===== src/hdl/lmt_pkg.sv =====
package lmt_pkg;
    // Link service variant codes; values are local encodings
    localparam logic [2:0] LMT_VAR_ACKED_SEQUENCED = 3'h1;
    localparam logic [2:0] LMT_VAR_ACKED_UNSEQUENCED = 3'h2;
    localparam logic [2:0] LMT_VAR_UNACKED_UNSEQUENCED = 3'h3;
    localparam logic [2:0] LMT_VAR_MULTIPOINT_UNSEQUENCED = 3'h4;
    localparam logic [2:0] LMT_VAR_MULTIPOINT_SEQUENCED = 3'h5;
    localparam logic [2:0] LMT_VAR_NONE = 3'h0;
    // Cardinality encoding
    localparam logic LMT_CARD_ONE_TO_ONE = 1'b0;
    localparam logic LMT_CARD_ONE_TO_MANY = 1'b1;
    // Link status value meaning success
    localparam logic [7:0] LMT_STATUS_SUCCESS = 8'h00;
    // Originator code for the local link service
    localparam logic [1:0] LMT_ORIG_LOCAL_LINK = 2'h1;
    localparam int LMT_FIFO_DEPTH = 16;
    localparam int LMT_ADDR_W = 16;
    localparam int LMT_SAP_W = 8;
    localparam int LMT_DATA_W = 32;
    localparam int LMT_EP_NUM = 4;
    typedef enum logic [0:0] {
        LMT_ACTIVE = 1'b0
    } lmt_state_t;
endpackage : lmt_pkg


===== src/hdl/lmt_translator.sv =====
// What this block does
// One-to-one, confirmed, sequenced establish binds with acked sequenced variant.
// One-to-one, confirmed, unsequenced establish binds with acked unsequenced variant.
// One-to-one, unconfirmed, unsequenced establish binds with unacked unsequenced variant.
// One-to-many, unconfirmed, unsequenced establish binds with multipoint unsequenced variant.
// One-to-many, unconfirmed, sequenced establish binds with multipoint sequenced variant.
// Link answers bind at once; confirm establish upstream with returned access point.
// Abort request issues link detach and abort indication, no data moved.
// Transfer request selects access point, then sends frame to called address.
// Frame indication with unknown called address is dropped silently.
// Matching frame indication yields PDU indication with calling address and data.
// Failed frame confirm sends error report, then PDU confirm with status.
// Successful frame confirm sends only PDU confirm with success status.
// Selected access point attributes are ready in the same cycle as the frame request goes.
// Endpoint lookup true only for a bound endpoint; exposes its attributes.
// Single active state, always returns there; pdu_req_ready drops while the transfer FIFO is full.
// Establish with undefined combination is ignored; no bind issued.
`timescale 1ns/1ns
`default_nettype none
module lmt_translator
    import lmt_pkg::*;
#(
    parameter int ADDR_W = LMT_ADDR_W,
    parameter int SAP_W = LMT_SAP_W,
    parameter int DATA_W = LMT_DATA_W,
    parameter int EP_NUM = LMT_EP_NUM,
    parameter int DEPTH = LMT_FIFO_DEPTH
) (
    input wire logic ref_clk,
    input wire logic rst_b,
    // Upper relationship protocol machine
    input wire logic est_req,
    input wire logic est_card,
    input wire logic est_remote_confirm,
    input wire logic est_seq_control,
    output logic est_cnf,
    output logic [SAP_W-1:0] est_cnf_sap,
    input wire logic abort_req,
    output logic abort_ind,
    input wire logic pdu_req_valid,
    output logic pdu_req_ready,
    input wire logic [SAP_W-1:0] pdu_req_sap,
    input wire logic [ADDR_W-1:0] pdu_req_called,
    input wire logic [DATA_W-1:0] pdu_req_data,
    output logic pdu_ind,
    output logic [ADDR_W-1:0] pdu_ind_calling,
    output logic [DATA_W-1:0] pdu_ind_data,
    output logic [$clog2(EP_NUM)-1:0] pdu_ind_endpoint,
    output logic pdu_cnf,
    output logic [7:0] pdu_cnf_status,
    output logic error_report_upstream,
    output logic [1:0] error_originator,
    output logic [7:0] error_reason,
    // Endpoint table, provisioned locally
    input wire logic [EP_NUM-1:0] ep_bound,
    input wire logic [EP_NUM*ADDR_W-1:0] ep_addr,
    // Link layer service
    output logic link_attach_request,
    output logic [2:0] link_service_variant,
    input wire logic link_attach_sap_valid,
    input wire logic [SAP_W-1:0] link_attach_sap,
    output logic link_detach_request,
    output logic link_frame_request,
    input wire logic link_frame_ready,
    output logic [SAP_W-1:0] link_frame_sap,
    output logic [ADDR_W-1:0] link_frame_called,
    output logic [DATA_W-1:0] link_frame_data,
    input wire logic link_frame_indication,
    input wire logic [ADDR_W-1:0] link_ind_called,
    input wire logic [ADDR_W-1:0] link_ind_calling,
    input wire logic [DATA_W-1:0] link_ind_data,
    input wire logic link_frame_confirm,
    input wire logic [7:0] link_cnf_status
);
    localparam int EPW = $clog2(EP_NUM);
    localparam int FW = SAP_W + ADDR_W + DATA_W;

    lmt_state_t state_q;

    // Maps establish parameters to a link variant
    function automatic logic [2:0] variant_of(input logic card, input logic rc,
                                              input logic sc);
        logic [2:0] v;
        v = LMT_VAR_NONE;
        if (card == LMT_CARD_ONE_TO_ONE) begin
            // acked sequenced
            if (rc && sc) begin
                v = LMT_VAR_ACKED_SEQUENCED;
            end
            // acked unsequenced
            if (rc && !sc) begin
                v = LMT_VAR_ACKED_UNSEQUENCED;
            end
            // unacked unsequenced
            if (!rc && !sc) begin
                v = LMT_VAR_UNACKED_UNSEQUENCED;
            end
        end else begin
            // multipoint unsequenced
            if (!rc && !sc) begin
                v = LMT_VAR_MULTIPOINT_UNSEQUENCED;
            end
            // multipoint sequenced
            if (!rc && sc) begin
                v = LMT_VAR_MULTIPOINT_SEQUENCED;
            end
        end
        return v;
    endfunction : variant_of

    // endpoint lookup
    logic ep_hit;
    logic [EPW-1:0] ep_idx;
    always_comb begin
        ep_hit = 1'b0;
        ep_idx = '0;
        for (int i = EP_NUM - 1; i >= 0; i--) begin
            if (ep_bound[i] && ep_addr[i*ADDR_W +: ADDR_W] == link_ind_called) begin
                ep_hit = 1'b1;
                ep_idx = EPW'(i);
            end
        end
    end

    // single active state
    always_ff @(posedge ref_clk or negedge rst_b) begin
        if (!rst_b) begin
            state_q <= LMT_ACTIVE;
        end else begin
            case (state_q)
                LMT_ACTIVE: state_q <= LMT_ACTIVE;
                default: state_q <= LMT_ACTIVE;
            endcase
        end
    end

    // Establish path
    logic [2:0] var_d;
    logic bind_pend_q;
    assign var_d = variant_of(est_card, est_remote_confirm, est_seq_control);
    always_ff @(posedge ref_clk or negedge rst_b) begin
        if (!rst_b) begin
            link_attach_request <= 1'b0;
            link_service_variant <= LMT_VAR_NONE;
            bind_pend_q <= 1'b0;
            est_cnf <= 1'b0;
            est_cnf_sap <= '0;
        end else begin
            // undefined combination ignored
            link_attach_request <= est_req && (var_d != LMT_VAR_NONE);
            if (est_req && var_d != LMT_VAR_NONE) begin
                link_service_variant <= var_d;
            end
            bind_pend_q <= est_req && (var_d != LMT_VAR_NONE);
            // confirm on immediate answer
            est_cnf <= bind_pend_q && link_attach_sap_valid;
            if (bind_pend_q && link_attach_sap_valid) begin
                est_cnf_sap <= link_attach_sap;
            end
        end
    end

    // abort maps to detach
    always_ff @(posedge ref_clk or negedge rst_b) begin
        if (!rst_b) begin
            link_detach_request <= 1'b0;
            abort_ind <= 1'b0;
        end else begin
            link_detach_request <= abort_req;
            abort_ind <= abort_req;
        end
    end

    // Transfer path through FIFO; back-pressure reaches pdu_req_ready
    logic f_valid;
    logic f_ready;
    logic [FW-1:0] f_data;
    lmt_fifo #(.WIDTH(FW), .DEPTH(DEPTH)) u_fifo (
        .ref_clk(ref_clk),
        .rst_b(rst_b),
        .in_valid(pdu_req_valid),
        .in_ready(pdu_req_ready),
        .in_data({pdu_req_sap, pdu_req_called, pdu_req_data}),
        .out_valid(f_valid),
        .out_ready(f_ready),
        .out_data(f_data)
    );
    // Output stage holds a frame until the link takes it
    assign f_ready = !link_frame_request || link_frame_ready;
    always_ff @(posedge ref_clk or negedge rst_b) begin
        if (!rst_b) begin
            link_frame_request <= 1'b0;
            link_frame_sap <= '0;
            link_frame_called <= '0;
            link_frame_data <= '0;
        end else if (f_ready) begin
            link_frame_request <= f_valid;
            if (f_valid) begin
                // sap latched with frame
                // select sap, then send
                link_frame_sap <= f_data[FW-1 -: SAP_W];
                link_frame_called <= f_data[DATA_W +: ADDR_W];
                link_frame_data <= f_data[DATA_W-1:0];
            end
        end
    end

    // Receive path
    always_ff @(posedge ref_clk or negedge rst_b) begin
        if (!rst_b) begin
            pdu_ind <= 1'b0;
            pdu_ind_calling <= '0;
            pdu_ind_data <= '0;
            pdu_ind_endpoint <= '0;
        end else begin
            // drop unknown address
            pdu_ind <= link_frame_indication && ep_hit;
            if (link_frame_indication && ep_hit) begin
                // pass calling address and data
                pdu_ind_calling <= link_ind_calling;
                pdu_ind_data <= link_ind_data;
                pdu_ind_endpoint <= ep_idx;
            end
        end
    end

    // Confirm path; error report leads PDU confirm by one cycle
    logic cnf_pend_q;
    logic [7:0] cnf_stat_q;
    logic is_fail;
    assign is_fail = link_cnf_status != LMT_STATUS_SUCCESS;
    always_ff @(posedge ref_clk or negedge rst_b) begin
        if (!rst_b) begin
            error_report_upstream <= 1'b0;
            error_originator <= '0;
            error_reason <= '0;
            cnf_pend_q <= 1'b0;
            cnf_stat_q <= '0;
            pdu_cnf <= 1'b0;
            pdu_cnf_status <= '0;
        end else begin
            // error report first
            error_report_upstream <= link_frame_confirm && is_fail;
            if (link_frame_confirm && is_fail) begin
                error_originator <= LMT_ORIG_LOCAL_LINK;
                error_reason <= link_cnf_status;
            end
            cnf_pend_q <= link_frame_confirm;
            if (link_frame_confirm) begin
                cnf_stat_q <= link_cnf_status;
            end
            // PDU confirm carries status
            pdu_cnf <= cnf_pend_q;
            if (cnf_pend_q) begin
                pdu_cnf_status <= cnf_stat_q;
            end
        end
    end
endmodule : lmt_translator
`default_nettype wire


===== src/hdl/lmt_fifo.sv =====
`timescale 1ns/1ns
`default_nettype none
module lmt_fifo #(
    parameter int WIDTH = 32,
    parameter int DEPTH = 16
) (
    input wire logic ref_clk,
    input wire logic rst_b,
    input wire logic in_valid,
    output logic in_ready,
    input wire logic [WIDTH-1:0] in_data,
    output logic out_valid,
    input wire logic out_ready,
    output logic [WIDTH-1:0] out_data
);
    localparam int AW = $clog2(DEPTH);
    logic [WIDTH-1:0] mem_q [DEPTH];
    logic [AW-1:0] wr_q;
    logic [AW-1:0] rd_q;
    logic [AW:0] cnt_q;
    logic [AW:0] cnt_d;
    logic push;
    logic pop;
    assign out_valid = (cnt_q != '0);
    assign cnt_d = cnt_q + (AW+1)'(push) - (AW+1)'(pop);
    assign out_data = mem_q[rd_q];
    assign push = in_valid && in_ready;
    assign pop = out_valid && out_ready;
    always_ff @(posedge ref_clk) begin
        if (push) begin
            mem_q[wr_q] <= in_data;
        end
    end
    always_ff @(posedge ref_clk or negedge rst_b) begin
        if (!rst_b) begin
            wr_q <= '0;
            rd_q <= '0;
            cnt_q <= '0;
            in_ready <= 1'b1;
        end else begin
            if (push) begin
                wr_q <= (wr_q == AW'(DEPTH - 1)) ? '0 : wr_q + 1'b1;
            end
            if (pop) begin
                rd_q <= (rd_q == AW'(DEPTH - 1)) ? '0 : rd_q + 1'b1;
            end
            cnt_q <= cnt_d;
            // Registered so upstream ready comes straight from a flop
            in_ready <= (cnt_d != DEPTH[AW:0]);
        end
    end
endmodule : lmt_fifo
`default_nettype wire


===== config.mk =====
export PLATFORM = sky130hd
export DESIGN_NAME = lmt_translator
export DESIGN_NICKNAME = d
export VERILOG_FILES = /design/src/hdl/lmt_pkg.sv /design/src/hdl/lmt_translator.sv /design/src/hdl/lmt_fifo.sv
export SDC_FILE = /design/constraint.sdc
export NUM_CORES = 1
export LEC_CHECK = 0
export BUFFER_PORTS_ARGS = -buffer_cell sky130_fd_sc_hd__buf_2
export CELL_PAD_IN_SITES_DETAIL_PLACEMENT = 0
export CELL_PAD_IN_SITES_GLOBAL_PLACEMENT = 1
export CORE_UTILIZATION = 47
export DETAILED_ROUTE_END_ITERATION = 6
export PLACE_DENSITY_LB_ADDON = 0.1
export SLEW_MARGIN = 20
export SYNTH_ARGS = -nofsm -noshare
export SYNTH_HDL_FRONTEND = slang
export SYNTH_SLANG_ARGS = --single-unit

===== constraint.sdc =====
create_clock -name ref_clk -period 5 [get_ports ref_clk]
set_input_delay 0 -clock ref_clk [delete_from_list [all_inputs] [get_ports ref_clk]]
set_output_delay 0 -clock ref_clk [all_outputs]
set_load 0.02 [all_outputs]

Word-level counts from Yosys, hierarchy flattened

Memories as Yosys holds them, arrays and structs flattened. A register that Yosys moved wholly into a read port is not among the register bits.
Cells that the tools add are included.

Register bits after elaboration: 108
Bits in writable memories: 896
Bits of input ports: 216
Word-level logic and storage cells: 74
Memories kept: 1

$add $sub $neg: 4
Equal/unequal tests: 7
Multiplexer cells: 18
Reductions and logical operators: 23

Memory list:

| name         | words | width | read ports | clocked after memory_dff | wr ports | RTL line       | text |
|---|---|---|---|---|---|---|---|
| u_fifo.mem_q | 16    | 56    | 1          | 1                        | 1        | lmt_fifo.sv:17 | `logic [WIDTH-1:0] mem_q [DEPTH];` |

Operators with widths:

| cell                                                           | number |
|---|---|
| 16-bit equality test                                           | 4 |
| 3-bit 2-to-1 mux                                               | 5 |
| 1-bit logical AND                                              | 14 |
| 4-bit by 1-bit adder with 4-bit output (second input constant) | 2 |
| 4-bit equality test (second input constant)                    | 2 |
| 2-bit 2-to-1 mux                                               | 4 |
| 4-bit 2-to-1 mux                                               | 2 |
| 8-bit nonzero test                                             | 1 |
| 1-bit 2-to-1 mux                                               | 7 |
| 5-bit by 1-bit adder with 5-bit output                         | 1 |
| 5-bit inequality test (second input constant)                  | 1 |
| 5-bit nonzero test                                             | 1 |
| 5-bit by 1-bit subtractor with 5-bit output                    | 1 |
| 1-bit zero test                                                | 4 |
| 3-bit nonzero test                                             | 1 |
| 2-bit AND reduction                                            | 1 |
| 1-bit logical OR                                               | 1 |

Longest topological paths before layout

Gate-level depths: netlist (run 1).

Word-level depth: 7
Gate-level depth with buffers: 15
Depth with buffers taken out: 15

By module

Synthesis (run 1) repeated with hierarchy kept, for this count alone.

Cells, all modules: 2153
Area, all modules: 41644.9 um^2

By module, submodules not included:

| module         | instances | cells an instance | area an instance (um^2) | sequential area each (um^2) |
|---|---|---|---|---|
| lmt_fifo       | 1         | 1702              | 35190.0                 | 27257.4 |
| lmt_translator | 1         | 451               | 6454.9                  | 3753.6 |

Least setup slack after synthesis (run 1)

Ideal clock, no wire load.

Path kind: reg2reg
Start: register u_fifo.in_ready
End: memory u_fifo.mem_q[4][0] (netlist name), enable pin
Arrival: 2.388 ns
Data required time: 4.580 ns
Setup slack: 2.193 ns
Stages on the path, launching flop included: 4
Period minus slack after synthesis: 2.807 ns
Cell sequence: dfstp_2 -> and3_1 -> nor2b_1 -> and2_1

Cells in the longest elaborated chain, start to end: 3

RTL lines:

| element                                | RTL line       | text |
|---|---|---|
| from (decl)                            | lmt_fifo.sv:10 | `output logic in_ready,` |
| from (signal assigned)                 | lmt_fifo.sv:49 | `in_ready <= (cnt_d != DEPTH[AW:0]);` |
| 1-bit logical AND                      | lmt_fifo.sv:27 | `assign push = in_valid && in_ready;` |
| 1-bit 2-to-1 mux                       | lmt_fifo.sv:30 | `if (push) begin` |
| 1-bit 2-to-1 mux (implied by the code) | lmt_fifo.sv:31 | `mem_q[wr_q] <= in_data;` |
| to (decl)                              | lmt_fifo.sv:17 |  |

Every way passes these cells.

Worst setup path in the final report (run 1)

Start: register u_fifo.cnt_q[3]
End: register u_fifo.in_ready

Cells in the longest elaborated chain, start to end: 4
Elaborated cells on any way between the ends: 5

RTL lines:

| element                                     | RTL line       | text |
|---|---|---|
| from (decl)                                 | lmt_fifo.sv:20 | `logic [AW:0] cnt_q;` |
| from (signal assigned)                      | lmt_fifo.sv:47 | `cnt_q <= cnt_d;` |
| 5-bit nonzero test                          | lmt_fifo.sv:24 | `assign out_valid = (cnt_q != '0);` |
| 1-bit logical AND                           | lmt_fifo.sv:28 | `assign pop = out_valid && out_ready;` |
| net u_fifo.pop                              | lmt_fifo.sv:23 | `logic pop;` |
| 5-bit by 1-bit subtractor with 5-bit output | lmt_fifo.sv:25 | `assign cnt_d = cnt_q + (AW+1)'(push) - (AW+1)'(pop);` |
| net u_fifo.cnt_d[4]                         | lmt_fifo.sv:21 | `logic [AW:0] cnt_d;` |
| 5-bit inequality test                       | lmt_fifo.sv:49 |  |

The timed path passes the listed nets, and every way through them passes these cells.
A chain may end at the register's enable or synchronous reset.

==> flow_metrics.env, run 1 <==
export IMPL_ys_flop_type="edfxtp_1"
export IMPL_ios=360
export IMPL_wl_per_cell_um=25.5
export IMPL_final_common_cell="edfxtp_1"
export IMPL_clk_pin_slew_worst_paths_ns=0.06
export IMPL_fillCellCount=6493
export IMPL_fin_cells=3905
export IMPL_core_um2=85800
export IMPL_tns_ns=0
export IMPL_viasPerCell=5.61
export IMPL_finalNetCount=2895
export IMPL_dieArea_um2=88400
export IMPL_worstHoldPathType="in -> async"
export IMPL_fmax_mhz=278
export IMPL_clk_root_buffer_cell="clkbuf_16"
export IMPL_synth_xor_area_share_pct=1.52
export IMPL_gp_congestion=0.846
export IMPL_portBuffers=358
export IMPL_drv_slew=0
export IMPL_synth_enable_flop_cells=896
export IMPL_synth_simple_area_share_pct=2.60
export IMPL_power_density_nw_per_um2=526
export IMPL_path_class="reg -> reg"
export IMPL_cts_setup_buffers=0
export IMPL_cp_required_ns=5.60
export IMPL_cp_max_fo=53
export IMPL_drive_gt1_share_pct=29.7
export IMPL_cap_violations=0
export IMPL_grt_max_degree=78
export IMPL_die_h_um=297
export IMPL_synth_seq_cells=1060
export IMPL_num_vias=21900
export IMPL_grt_ovfl_total=0
export IMPL_dp_slack_ns=1.41
export IMPL_synth_largest_area_cell="edfxtp_1"
export IMPL_yosys_warnings=0
export IMPL_dp_hpwl_um=54600
export IMPL_skew_ns=0.0248
export IMPL_critPathArrivalTime_ns=4.19
export IMPL_synth_compound_area_share_pct=4.31
export IMPL_rsz0062_at_grt="no"
export IMPL_setup_viol=0
export IMPL_area_delta_synth_final_pct=20.5
export IMPL_tritoncts="built"
export IMPL_cellLeakagePower_nw=17.7
export IMPL_worst_slack_ns=1.41
export IMPL_wirelength_um=99500
export IMPL_synth_top_family_by_area="multiplexers"
export IMPL_fin_crit_ns=3.59
export IMPL_synthArstFlopShare_pct=15.5
export IMPL_synth_distinct_cells=52
export IMPL_initial_core_util_pct=47.8
export IMPL_worst_slew_pin_slew_ns=1.12
export IMPL_ctsHoldBuffers=159
export IMPL_hold_violations=0
export IMPL_synthAdderAreaFrac_pct=0.476
export IMPL_cts_sink_count=1060
export IMPL_dr_first_iter_drc_count=1470
export IMPL_grt_pass1_vias=23000
export IMPL_cp_start_kind="flip-flop"
export IMPL_numCtsBuffers=109
export IMPL_avgSynthCellArea_um2=19.4
export IMPL_rows=107
export IMPL_yosys_top_cells_area="edfxtp_1 (66%), dfrtp_1 (9.9%), mux4_2 (9.2%)"
export IMPL_worstSkewPairLatency_ns=0.67
export IMPL_route_detailed_drc=0
export IMPL_syn_area_um2=41000
export IMPL_clk_path_buf_depth=3
export IMPL_antenna_found_initial=6
export IMPL_max_slew_margin_pct=25.4
export IMPL_track_usage_pct=22.6
export IMPL_synth_nets=2341
export IMPL_power_mw=26.0
export IMPL_status="finished clean"
export IMPL_end_kind="flip-flop"
export IMPL_synthMuxAreaShare_pct=14.1
export IMPL_cts_resized=0
export IMPL_mostFrequentLayoutCells="edfxtp_1 (896), buf_2 (357), mux4_2 (168)"
export IMPL_irDropWorstVdd_mv=0.383
export IMPL_ys_seq_area_share_pct=75.6
export IMPL_period_share_pct=71.8
export IMPL_h_tree_depth=3
export IMPL_dp_cells=3538
export IMPL_drt_first_pass_iters=5
export IMPL_yosysTopAreaCellShare_pct=65.6
export IMPL_grt_pass1_wl_um=148000
export IMPL_postRouteAntennaNets=0
export IMPL_netlist_instances=2110
export IMPL_die_x_um=297
[final cells by class]
| type | instances | area, um^2 | area share [%] |
|---|---|---|---|
| sequential | 1060 | 31000 | 62.8 |
| multi-input combinational | 921 | 9510 | 19.3 |
| timing repair buffer | 554 | 3800 | 7.69 |
| clock buffer | 147 | 2970 | 6.02 |
| tap | 1144 | 1430 | 2.90 |
| clock inverter | 59 | 594 | 1.20 |
| inverter | 18 | 68.8 | 0.139 |
| antenna | 2 | 5.00 | 0.0101 |
[per-layer routing]
metal | routed length (um) | up-vias | global-route usage, %
li1 | - | 9675 | -
met1 | 42700 | 11500 | 30.3
met2 | 50500 | 583 | 39.0
met3 | 4090 | 142 | 3.00
met4 | 2240 | 4 | 6.12
met5 | 22 | - | 0
[power breakdown]
part / switching, mW / leakage (nW) / internal (mW)
clock: 3.29 / 1.74 / 4.73
sequential: 0.646 / 10.2 / 10.7
combinational: 3.79 / 5.76 / 2.86
[metrics by stage]
stage	hold WS [ns]	util [%]	instance area (um^2)
after floorplan	-0.296	-	41000
after global placement	0.0921	51.5	44200
after detailed placement	0.0924	51.5	44200
after CTS	0.0257	57.6	49400
after global routing	0.0522	57.6	49400
final	0.0396	57.6	49400
[flip-flops by register name (all words and copies together) (netlist names), 2 cells and up]
register	flops
u_fifo.mem_q	896
link_frame_data	32
pdu_ind_data	32
link_frame_called	16
pdu_ind_calling	16
cnf_stat_q	8
error_reason	8
est_cnf_sap	8
link_frame_sap	8
pdu_cnf_status	8
u_fifo.cnt_q	5
u_fifo.rd_q	4
u_fifo.wr_q	4
link_service_variant	3
pdu_ind_endpoint	2
[worst max-delay path, stage by stage (launching register included)]
cell	delay, ns
dfrtp_1	0.39
inv_1	0.09
ha_1	0.14
nor4b_1	0.41
inv_1	0.15
nand2_4	0.49
inv_1	0.23
ha_1	0.34
inv_1	0.04
ha_1	0.20
fa_1	0.44
a21oi_1	0.17
nor2_1	0.06
nor2_1	0.11
xnor2_1	0.15
nand3b_1	0.11
[path summary, 6_finish.rpt]
| check | from | end | slack [ns] | cells past startpoint |
|---|---|---|---|---|
| setup / recovery | u_fifo.cnt_q[3] | u_fifo.in_ready | 1.41 | 15 |
| min in group ref_clk | link_ind_data[25] | pdu_ind_data[25] | 0.11 | 3 |
| hold / removal | rst_b | pdu_ind_data[10] | 0.04 | 3 |
| setup reg to reg | u_fifo.cnt_q[3] | u_fifo.in_ready | 1.41 | 15 |
| hold reg to reg | link_frame_data[9] | link_frame_data[9] | 0.48 | 2 |
| max in group asynchronous | rst_b | u_fifo.rd_q[0] | 4.18 | 3 |
[synthesized netlist by cell type (6+ instances only)]
cell      count
a22o_1        9
buf_2         6
inv_1        18
mux4_2      168
mux2i_1     112
nand2_1     138
buf_1        25
edfxtp_1    896
o221ai_1    112
mux2_2       52
o21ai_0     118
nor2_1        9
nand4_1       8
xor2_1       48
clkbuf_1     73
mux2_4       20
dfrtp_1     163
xnor2_1      23
ha_1         14
nor3_1        7
and2_1       12
nor4_1       18
[cells by family after synthesis]
| logic type | Yosys count |
|---|---|
| DFF | 1060 |
| muxes | 352 |
| AOI/OAI and AO/OA | 256 |
| and+or+nand+nor | 226 |
| buffers and inverters | 129 |
| xor gates and xnor gates | 71 |
| adders and majority gates | 15 |
| other | 1 |
No activity file was read; power rests on OpenSTA's default activity.
==> run 2: changes to the inputs <==
ABC_AREA = 1   (was not set)
CORE_UTILIZATION = 44   (was 47)
clock period = 3 ns   (was 5 ns; I/O delays follow)
==> run 2 against run 1 <==
First-iteration DRC count up 21%. The flow now finishes with violations (hold timing). Clock skew decreased by 0.0012 ns. Synthesized area is 2.6% higher. Critical path depth is 1 lower. Maximum frequency increased by 28%. Sequential cell count did not move. Power grew 75%. Utilization down 3.6 points. Design area rose by 3.7%. Combinational power increased by 110%. Die area rose by 9.6%. Clock power up 65%.
==> flow_metrics.env, run 2 <==
export IMPL_failed_checks="hold timing"
export IMPL_cp_required_ns=3.60
export IMPL_fillCellCount=7927
export IMPL_ys_seq_area_share_pct=73.7
export IMPL_ios=360
export IMPL_rr_worst_depth=14
export IMPL_largest_reg_flops=896
export IMPL_drv_slew=0
export IMPL_clk_path_buf_depth=3
export IMPL_end_kind="flip-flop"
export IMPL_num_vias=28100
export IMPL_viasPerCell=5.35
export IMPL_synth_seq_cells=1060
export IMPL_holdPathStages=8
export IMPL_die_x_um=311
export IMPL_clk_root_buffer_cell="clkbuf_16"
export IMPL_tns_ns=0
export IMPL_cellLeakagePower_nw=19.7
export IMPL_crit_chain="inv_1 -> ha_1 -> nand3_1 -> nor2_1 -> a21oi_4 -> ha_1 -> inv_1 -> ha_1 -> fa_1 -> a21oi_1 -> nor2_1 -> nor2_1 -> xor2_1 -> nand2_1"
export IMPL_yosysMostFrequentCell="edfxtp_1"
export IMPL_finalNetCount=4118
export IMPL_setup_viol=0
export IMPL_core_um2=94900
export IMPL_worstSkewPairLatency_ns=0.68
export IMPL_max_slew_margin_pct=34.2
export IMPL_route_detailed_drc=0
export IMPL_wirelength_um=115000
export IMPL_rrSetupSlack_ns=0.19
export IMPL_yosys_top_cells_area="edfxtp_1 (64%), dfrtp_1 (9.7%), nand2_1 (6.9%)"
export IMPL_synth_enable_flop_cells=896
export IMPL_rsz0062_at_grt="no"
export IMPL_h_tree_depth=3
export IMPL_period_share_pct=93.6
export IMPL_synthArstFlopShare_pct=15.5
export IMPL_cp_start_kind="flip-flop"
export IMPL_worstHoldPathType="in -> reg"
export IMPL_critPathArrivalTime_ns=3.41
export IMPL_critical_path_buf_inv_count=2
export IMPL_critical_path_max_stage_delay_ns=0.46
export IMPL_grt_pass1_wl_um=175000
export IMPL_cap_violations=0
export IMPL_rows=113
export IMPL_cts_sink_count=1060
export IMPL_antenna_found_initial=5
export IMPL_grt_ovfl_total=0
export IMPL_synth_nets=3575
export IMPL_top_register="u_fifo.mem_q"
export IMPL_grt_pass1_vias=28600
export IMPL_yosysTopAreaCellShare_pct=63.9
export IMPL_cts_setup_buffers=0
export IMPL_clk_pin_slew_worst_paths_ns=0.06
export IMPL_wl_per_cell_um=21.9
export IMPL_fin_cells=5251
export IMPL_fmax_mhz=356
export IMPL_track_usage_pct=23.6
export IMPL_synth_largest_area_cell="edfxtp_1"
export IMPL_worst_slew_pin_slew_ns=0.986
export IMPL_gp_congestion=0.870
export IMPL_dp_cells=4834
export IMPL_rr_startpoint="u_fifo.cnt_q[3]"
export IMPL_status="complete, but fails checks"
export IMPL_crit_slowest_cell="fa_1"
export IMPL_path_class="reg -> reg"
export IMPL_yosys_warnings=0
export IMPL_cp_max_fo=2
export IMPL_area_delta_synth_final_pct=21.7
export IMPL_worstHoldStart="ep_addr[22]"
export IMPL_hold_violations=1
export IMPL_cts_resized=0
export IMPL_portBuffers=358
export IMPL_die_h_um=311
export IMPL_dp_hpwl_um=61200
export IMPL_synth_distinct_cells=36
export IMPL_mostFrequentLayoutCells="edfxtp_1 (896), nand2_1 (771), buf_2 (357)"
export IMPL_dieArea_um2=96900
export IMPL_ys_flop_type="edfxtp_1"
export IMPL_drive_gt1_share_pct=15.4
export IMPL_tritoncts="built"
export IMPL_timing_rr_end="u_fifo.in_ready"
export IMPL_netlist_instances=3344
export IMPL_drt_first_pass_iters=5
export IMPL_biggestRegsByFlops="u_fifo.mem_q: 896 flops, link_frame_data: 32 flops, pdu_ind_data: 32 flops"
export IMPL_initial_core_util_pct=44.4
export IMPL_fin_crit_ns=2.81
export IMPL_grt_max_degree=120
export IMPL_avgSynthCellArea_um2=12.6
export IMPL_syn_area_um2=42100
export IMPL_dr_first_iter_drc_count=1776
export IMPL_critPathTopFamily="adder cells"
export IMPL_worst_hold_slack_ns=-0.0496
export IMPL_skew_ns=0.0236
export IMPL_numCtsBuffers=110
export IMPL_postRouteAntennaNets=0
export IMPL_irDropWorstVdd_mv=0.733
export IMPL_worst_hold_path_endpoint="pdu_ind_endpoint[0]"
export IMPL_power_density_nw_per_um2=890
export IMPL_final_common_cell="edfxtp_1"
export IMPL_synth_common_cells="edfxtp_1 (896), nand2_1 (772), o21ai_0 (308)"
[run 2: cells by family after synthesis]
logic type	Yosys count	share of synthesized area, %
AOI/OAI and AO/OA	728	9.34
muxes	112	2.66
and+or+nand+nor	1135	10.4
adders and majority gates	15	0.464
DFF	1060	73.7
other	1	0.00891
xor gates and xnor gates	29	0.603
buffers and inverters	264	2.85
[run 2: how the worst max path moves through the flow]
stage,end,start,cells after the start,slack [ns]
floorplan,u_fifo.mem_q[0][0],u_fifo.in_ready,4,-0.79
global placement,u_fifo.in_ready,u_fifo.cnt_q[3],14,0.36
detailed placement,u_fifo.in_ready,u_fifo.cnt_q[3],14,0.26
CTS,pdu_ind_endpoint[0],ep_addr[56],14,0.15
global route,u_fifo.in_ready,u_fifo.cnt_q[3],14,0.06
finish,u_fifo.in_ready,u_fifo.cnt_q[3],14,0.19
[run 2: area by class of cell]
class                      instances  area, um^2  area share, %
inverter                          71         279          0.545
sequential                      1060       31000           60.6
tap                             1265        1580           3.09
clock buffer                     169        3130           6.12
timing repair buffer             624        4760           9.30
antenna                            1        2.50        0.00489
clock inverter                    41         407          0.794
multi-input combinational       2020       10000           19.6
[run 2: worst reg2reg max path: stages, from the launching register on]
cell,delay [ns]
dfrtp_1,0.40
inv_1,0.10
ha_1,0.16
nand3_1,0.08
nor2_1,0.22
a21oi_4,0.06
ha_1,0.29
inv_1,0.05
ha_1,0.22
fa_1,0.46
a21oi_1,0.19
nor2_1,0.06
nor2_1,0.14
xor2_1,0.22
nand2_1,0.09
[run 2: power breakdown]
| part | total [mW] | leakage [nW] | internal (mW) | switching [mW] |
|---|---|---|---|---|
| Sequential | 18.6 | 10.2 | 17.8 | 0.765 |
| Combinational | 13.7 | 7.83 | 4.26 | 9.48 |
| Clock | 13.2 | 1.73 | 7.71 | 5.52 |
[run 2: what timing repair did]
action / 4_1_cts / 5_1_grt
endpoints found under the setup margin: 0 / 1
endpoints found under the hold margin: 1110 / 0
hold buffers: 207 / 0
[run 2: routing by layer]
| metal | wire length, um | global-route usage [%] |
|---|---|---|
| met1 | 49600 | 31.4 |
| met2 | 57600 | 40.8 |
| met3 | 5150 | 3.31 |
| met4 | 2420 | 5.84 |
| met5 | 34 | 0 |
[run 2: stage by stage]
| step | hold slack (ns) | setup slack [ns] | utilization, % | cell area, um^2 | power, mW |
|---|---|---|---|---|---|
| finish | -0.0496 | 0.191 | 54.0 | 51200 | 45.6 |
| global route | 0.0567 | 0.0624 | 54.0 | 51200 | 48.0 |
| CTS | 0.0308 | 0.146 | 54.0 | 51200 | 46.0 |
| detailed placement | 0.120 | 0.257 | 48.1 | 45600 | 32.6 |
| global placement | 0.112 | 0.359 | 48.1 | 45600 | 32.2 |
| floorplan | -0.296 | -0.792 | - | 42100 | 27.5 |
==> run 3: changes to the inputs <==
CORE_UTILIZATION = 43   (was 44)
GPL_ROUTABILITY_DRIVEN = 0   (was not set)
SYNTH_HIERARCHICAL = 1   (was not set)
==> run 3 against run 2 <==
The flow now finishes without violations. First-iteration DRC count decreased by 6.4%. Utilization decreased by 1.2 points. Synthesized cell count increased by 30%. Critical endpoint is now u_fifo/in_ready.
==> flow_metrics.env, run 3 <==
export IMPL_grt_ovfl_total=0
export IMPL_clkPwrFrac_pct=28.6
export IMPL_synthArstFlopShare_pct=15.5
export IMPL_die_x_um=325
export IMPL_wirelength_um=118000
export IMPL_core_um2=104000
export IMPL_final_common_cell="nand2_1"
export IMPL_wl_per_cell_um=18.5
export IMPL_netlist_instances=4331
export IMPL_viasPerCell=4.81
export IMPL_area_delta_synth_final_pct=21.5
export IMPL_cp_max_fo=6
export IMPL_synth_enable_flop_cells=896
export IMPL_fin_crit_ns=2.54
export IMPL_h_tree_depth=3
export IMPL_synth_distinct_cells=34
export IMPL_dp_cells=5948
export IMPL_pwr_share_comb_pct=32.5
export IMPL_initial_core_util_pct=43.4
export IMPL_rr_worst_depth=15
export IMPL_ys_seq_area_share_pct=68.9
export IMPL_place_area_um2=48700
export IMPL_cp_required_ns=3.62
export IMPL_final_area_um2=54700
export IMPL_yosys_top_cells_area="edfxtp_1 (60%), nand2_1 (14%), dfrtp_1 (9.1%)"
export IMPL_cellLeakagePower_nw=23.7
export IMPL_status="finished clean"
export IMPL_syn_area_um2=45000
export IMPL_portBuffers=358
export IMPL_irDropWorstVdd_mv=0.687
export IMPL_max_slew_margin_pct=31.6
export IMPL_rrSetupSlack_ns=0.46
export IMPL_drive_gt1_share_pct=14.3
export IMPL_largest_reg_flops=896
export IMPL_worstHoldPathType="in -> reg"
export IMPL_biggestRegsByFlops="u_fifo/mem_q: 896 flops, link_frame_data: 32 flops, pdu_ind_data: 32 flops"
export IMPL_clk_path_buf_depth=3
export IMPL_dr_first_iter_drc_count=1663
export IMPL_tritoncts="built"
export IMPL_route_detailed_drc=0
export IMPL_avgSynthCellArea_um2=10.4
export IMPL_synth_largest_area_cell="edfxtp_1"
export IMPL_skew_ns=0.0284
export IMPL_cp_start_kind="flip-flop"
export IMPL_critPathArrivalTime_ns=3.16
export IMPL_end_kind="flip-flop"
export IMPL_grt_pass1_vias=30000
export IMPL_yosysTopAreaCellShare_pct=59.8
export IMPL_tns_ns=0
export IMPL_die_h_um=325
export IMPL_power_mw=47.5
export IMPL_p_sw_mw=16.9
export IMPL_critical_path_endpoint="u_fifo/in_ready"
export IMPL_timing_rr_end="u_fifo/in_ready"
export IMPL_ios=360
export IMPL_rows=118
export IMPL_drt_first_pass_iters=6
export IMPL_ys_flop_type="edfxtp_1"
export IMPL_yosys_warnings=6
export IMPL_antenna_found_initial=4
export IMPL_mostFrequentLayoutCells="nand2_1 (1,677), edfxtp_1 (896), nand3_1 (407)"
export IMPL_dp_hpwl_um=63000
export IMPL_dp_slack_ns=0.483
export IMPL_synth_common_cells="nand2_1 (1,678), edfxtp_1 (896), nand3_1 (407)"
export IMPL_postRouteAntennaNets=0
export IMPL_rr_startpoint="u_fifo/cnt_q[3]"
export IMPL_cts_setup_buffers=0
export IMPL_yosysMostFrequentCell="nand2_1"
export IMPL_period_share_pct=84.8
export IMPL_numCtsBuffers=113
export IMPL_top_register="u_fifo/mem_q"
export IMPL_path_class="reg -> reg"
export IMPL_pwr_share_seq_pct=39.0
export IMPL_worstSkewPairLatency_ns=0.70
export IMPL_synth_seq_cells=1060
export IMPL_clk_root_buffer_cell="clkbuf_16"
export IMPL_grt_max_degree=125
export IMPL_worst_slack_ns=0.455
export IMPL_setup_viol=0
export IMPL_finalNetCount=5142
export IMPL_worst_slew_pin_slew_ns=1.03
export IMPL_cts_sink_count=1060
export IMPL_track_usage_pct=22.4
export IMPL_num_vias=30800
export IMPL_fillCellCount=9295
export IMPL_p_int_mw=30.6
export IMPL_power_density_nw_per_um2=868
export IMPL_swShare_pct=35.5
export IMPL_clk_pin_slew_worst_paths_ns=0.06
export IMPL_dieArea_um2=106000
export IMPL_fmax_mhz=393
export IMPL_fin_cells=6392
export IMPL_cap_violations=0
export IMPL_hold_violations=0
export IMPL_grt_pass1_wl_um=181000
export IMPL_rsz0062_at_grt="no"
export IMPL_critPathLaunch="u_fifo/cnt_q[3]"
export IMPL_synth_nets=4562
export IMPL_drv_slew=0
[run 3: cell types whose count changed in the layout (fill, tap and decap cells not counted), moves of 22 or more]
| cell | before | now |
|---|---|---|
| a21oi_1 | 181 | 10 |
| dlygate4sd3_1 | 205 | 227 |
| nand3_1 | 61 | 407 |
| o211ai_1 | 56 | 1 |
| o22ai_1 | 112 | 0 |
| inv_1 | 57 | 403 |
| o21ai_0 | 308 | 37 |
| o21ai_1 | 69 | 7 |
| nand2_1 | 771 | 1677 |
| mux2i_1 | 112 | 0 |
| nor2_1 | 272 | 380 |
| mux2_2 | 0 | 56 |
[run 3: critical path, stage by stage, from the launching register on]
cell and delay, ns:
dfrtp_1 0.38, inv_1 0.09, ha_1 0.15, nand3_1 0.15
nand2_1 0.15, inv_1 0.12, ha_1 0.29, inv_1 0.06
ha_1 0.16, inv_1 0.06, fa_1 0.41, nand3b_1 0.20
nand2_1 0.08, nand2_1 0.04, nand2_1 0.07, nand3_1 0.07
[run 3: stage by stage]
step,hold WS (ns),utilization (%)
after floorplan,-0.296,-
after CTS,0.0104,52.8
final,0.0278,52.8
after global placement,0.0980,47.0
after detailed placement,0.102,47.0
after global routing,0.0583,52.8
[run 3: routing by layer]
layer | part of all wire [%] | vias to the layer above | track usage, %
met5 | 0.0084 | - | 0
li1 | - | 15200 | -
met1 | 45 | 14800 | 30.4
met2 | 49 | 652 | 37.9
met3 | 4.2 | 148 | 3.24
met4 | 2.0 | 2 | 5.28
[run 3: cell type report]
class | count | area [um^2] | area share [%]
Clock buffer | 165 | 3300 | 6.04
Multi-Input combinational cell | 2650 | 11400 | 20.9
Tap cell | 1380 | 1730 | 3.16
Clock inverter | 49 | 362 | 0.661
Sequential cell | 1060 | 31000 | 56.7
Inverter | 420 | 1600 | 2.92
Antenna cell | 2 | 5.00 | 0.00915
Timing Repair Buffer | 666 | 5260 | 9.63
[run 3: worst min-delay path by stage]
stage                startpoint                  end  slack [ns]  cells past startpoint
floorplan                 rst_b          bind_pend_q       -0.30                      0
global placement          rst_b  link_frame_data[17]         0.1                      1
detailed placement        rst_b  link_frame_data[17]        0.10                      1
CTS                 ep_addr[12]  pdu_ind_endpoint[0]        0.01                      9
global route        ep_addr[12]  pdu_ind_endpoint[0]        0.06                      9
finish              ep_bound[0]  pdu_ind_endpoint[0]        0.03                     10
[run 3: what timing repair did]
item	in CTS	in global routing
resized for setup	0	2
endpoints found under the hold margin	1153	0
setup endpoints to repair	0	1
hold buffers	229	0
[run 3: kinds of logic after synthesis]
| family | synth area share [%] |
|---|---|
| simple gates | 22.0 |
| flops | 68.9 |
| buf+inv | 6.07 |
| compound gates | 0.676 |
| mux | 1.40 |
| xor+xnor | 0.448 |
| fa+ha+maj | 0.434 |
| other cells | 0.00833 |
[run 3: power by group through the flow]
stage | Combinational [mW] | Sequential [mW] | Clock [mW]
after floorplan | 9.60 | 19.3 | 0
final | 15.4 | 18.5 | 13.6
after global routing | 17.2 | 18.7 | 14.5
after global placement | 15.4 | 18.8 | 0
after detailed placement | 15.5 | 18.8 | 0
after CTS | 15.7 | 18.5 | 13.9
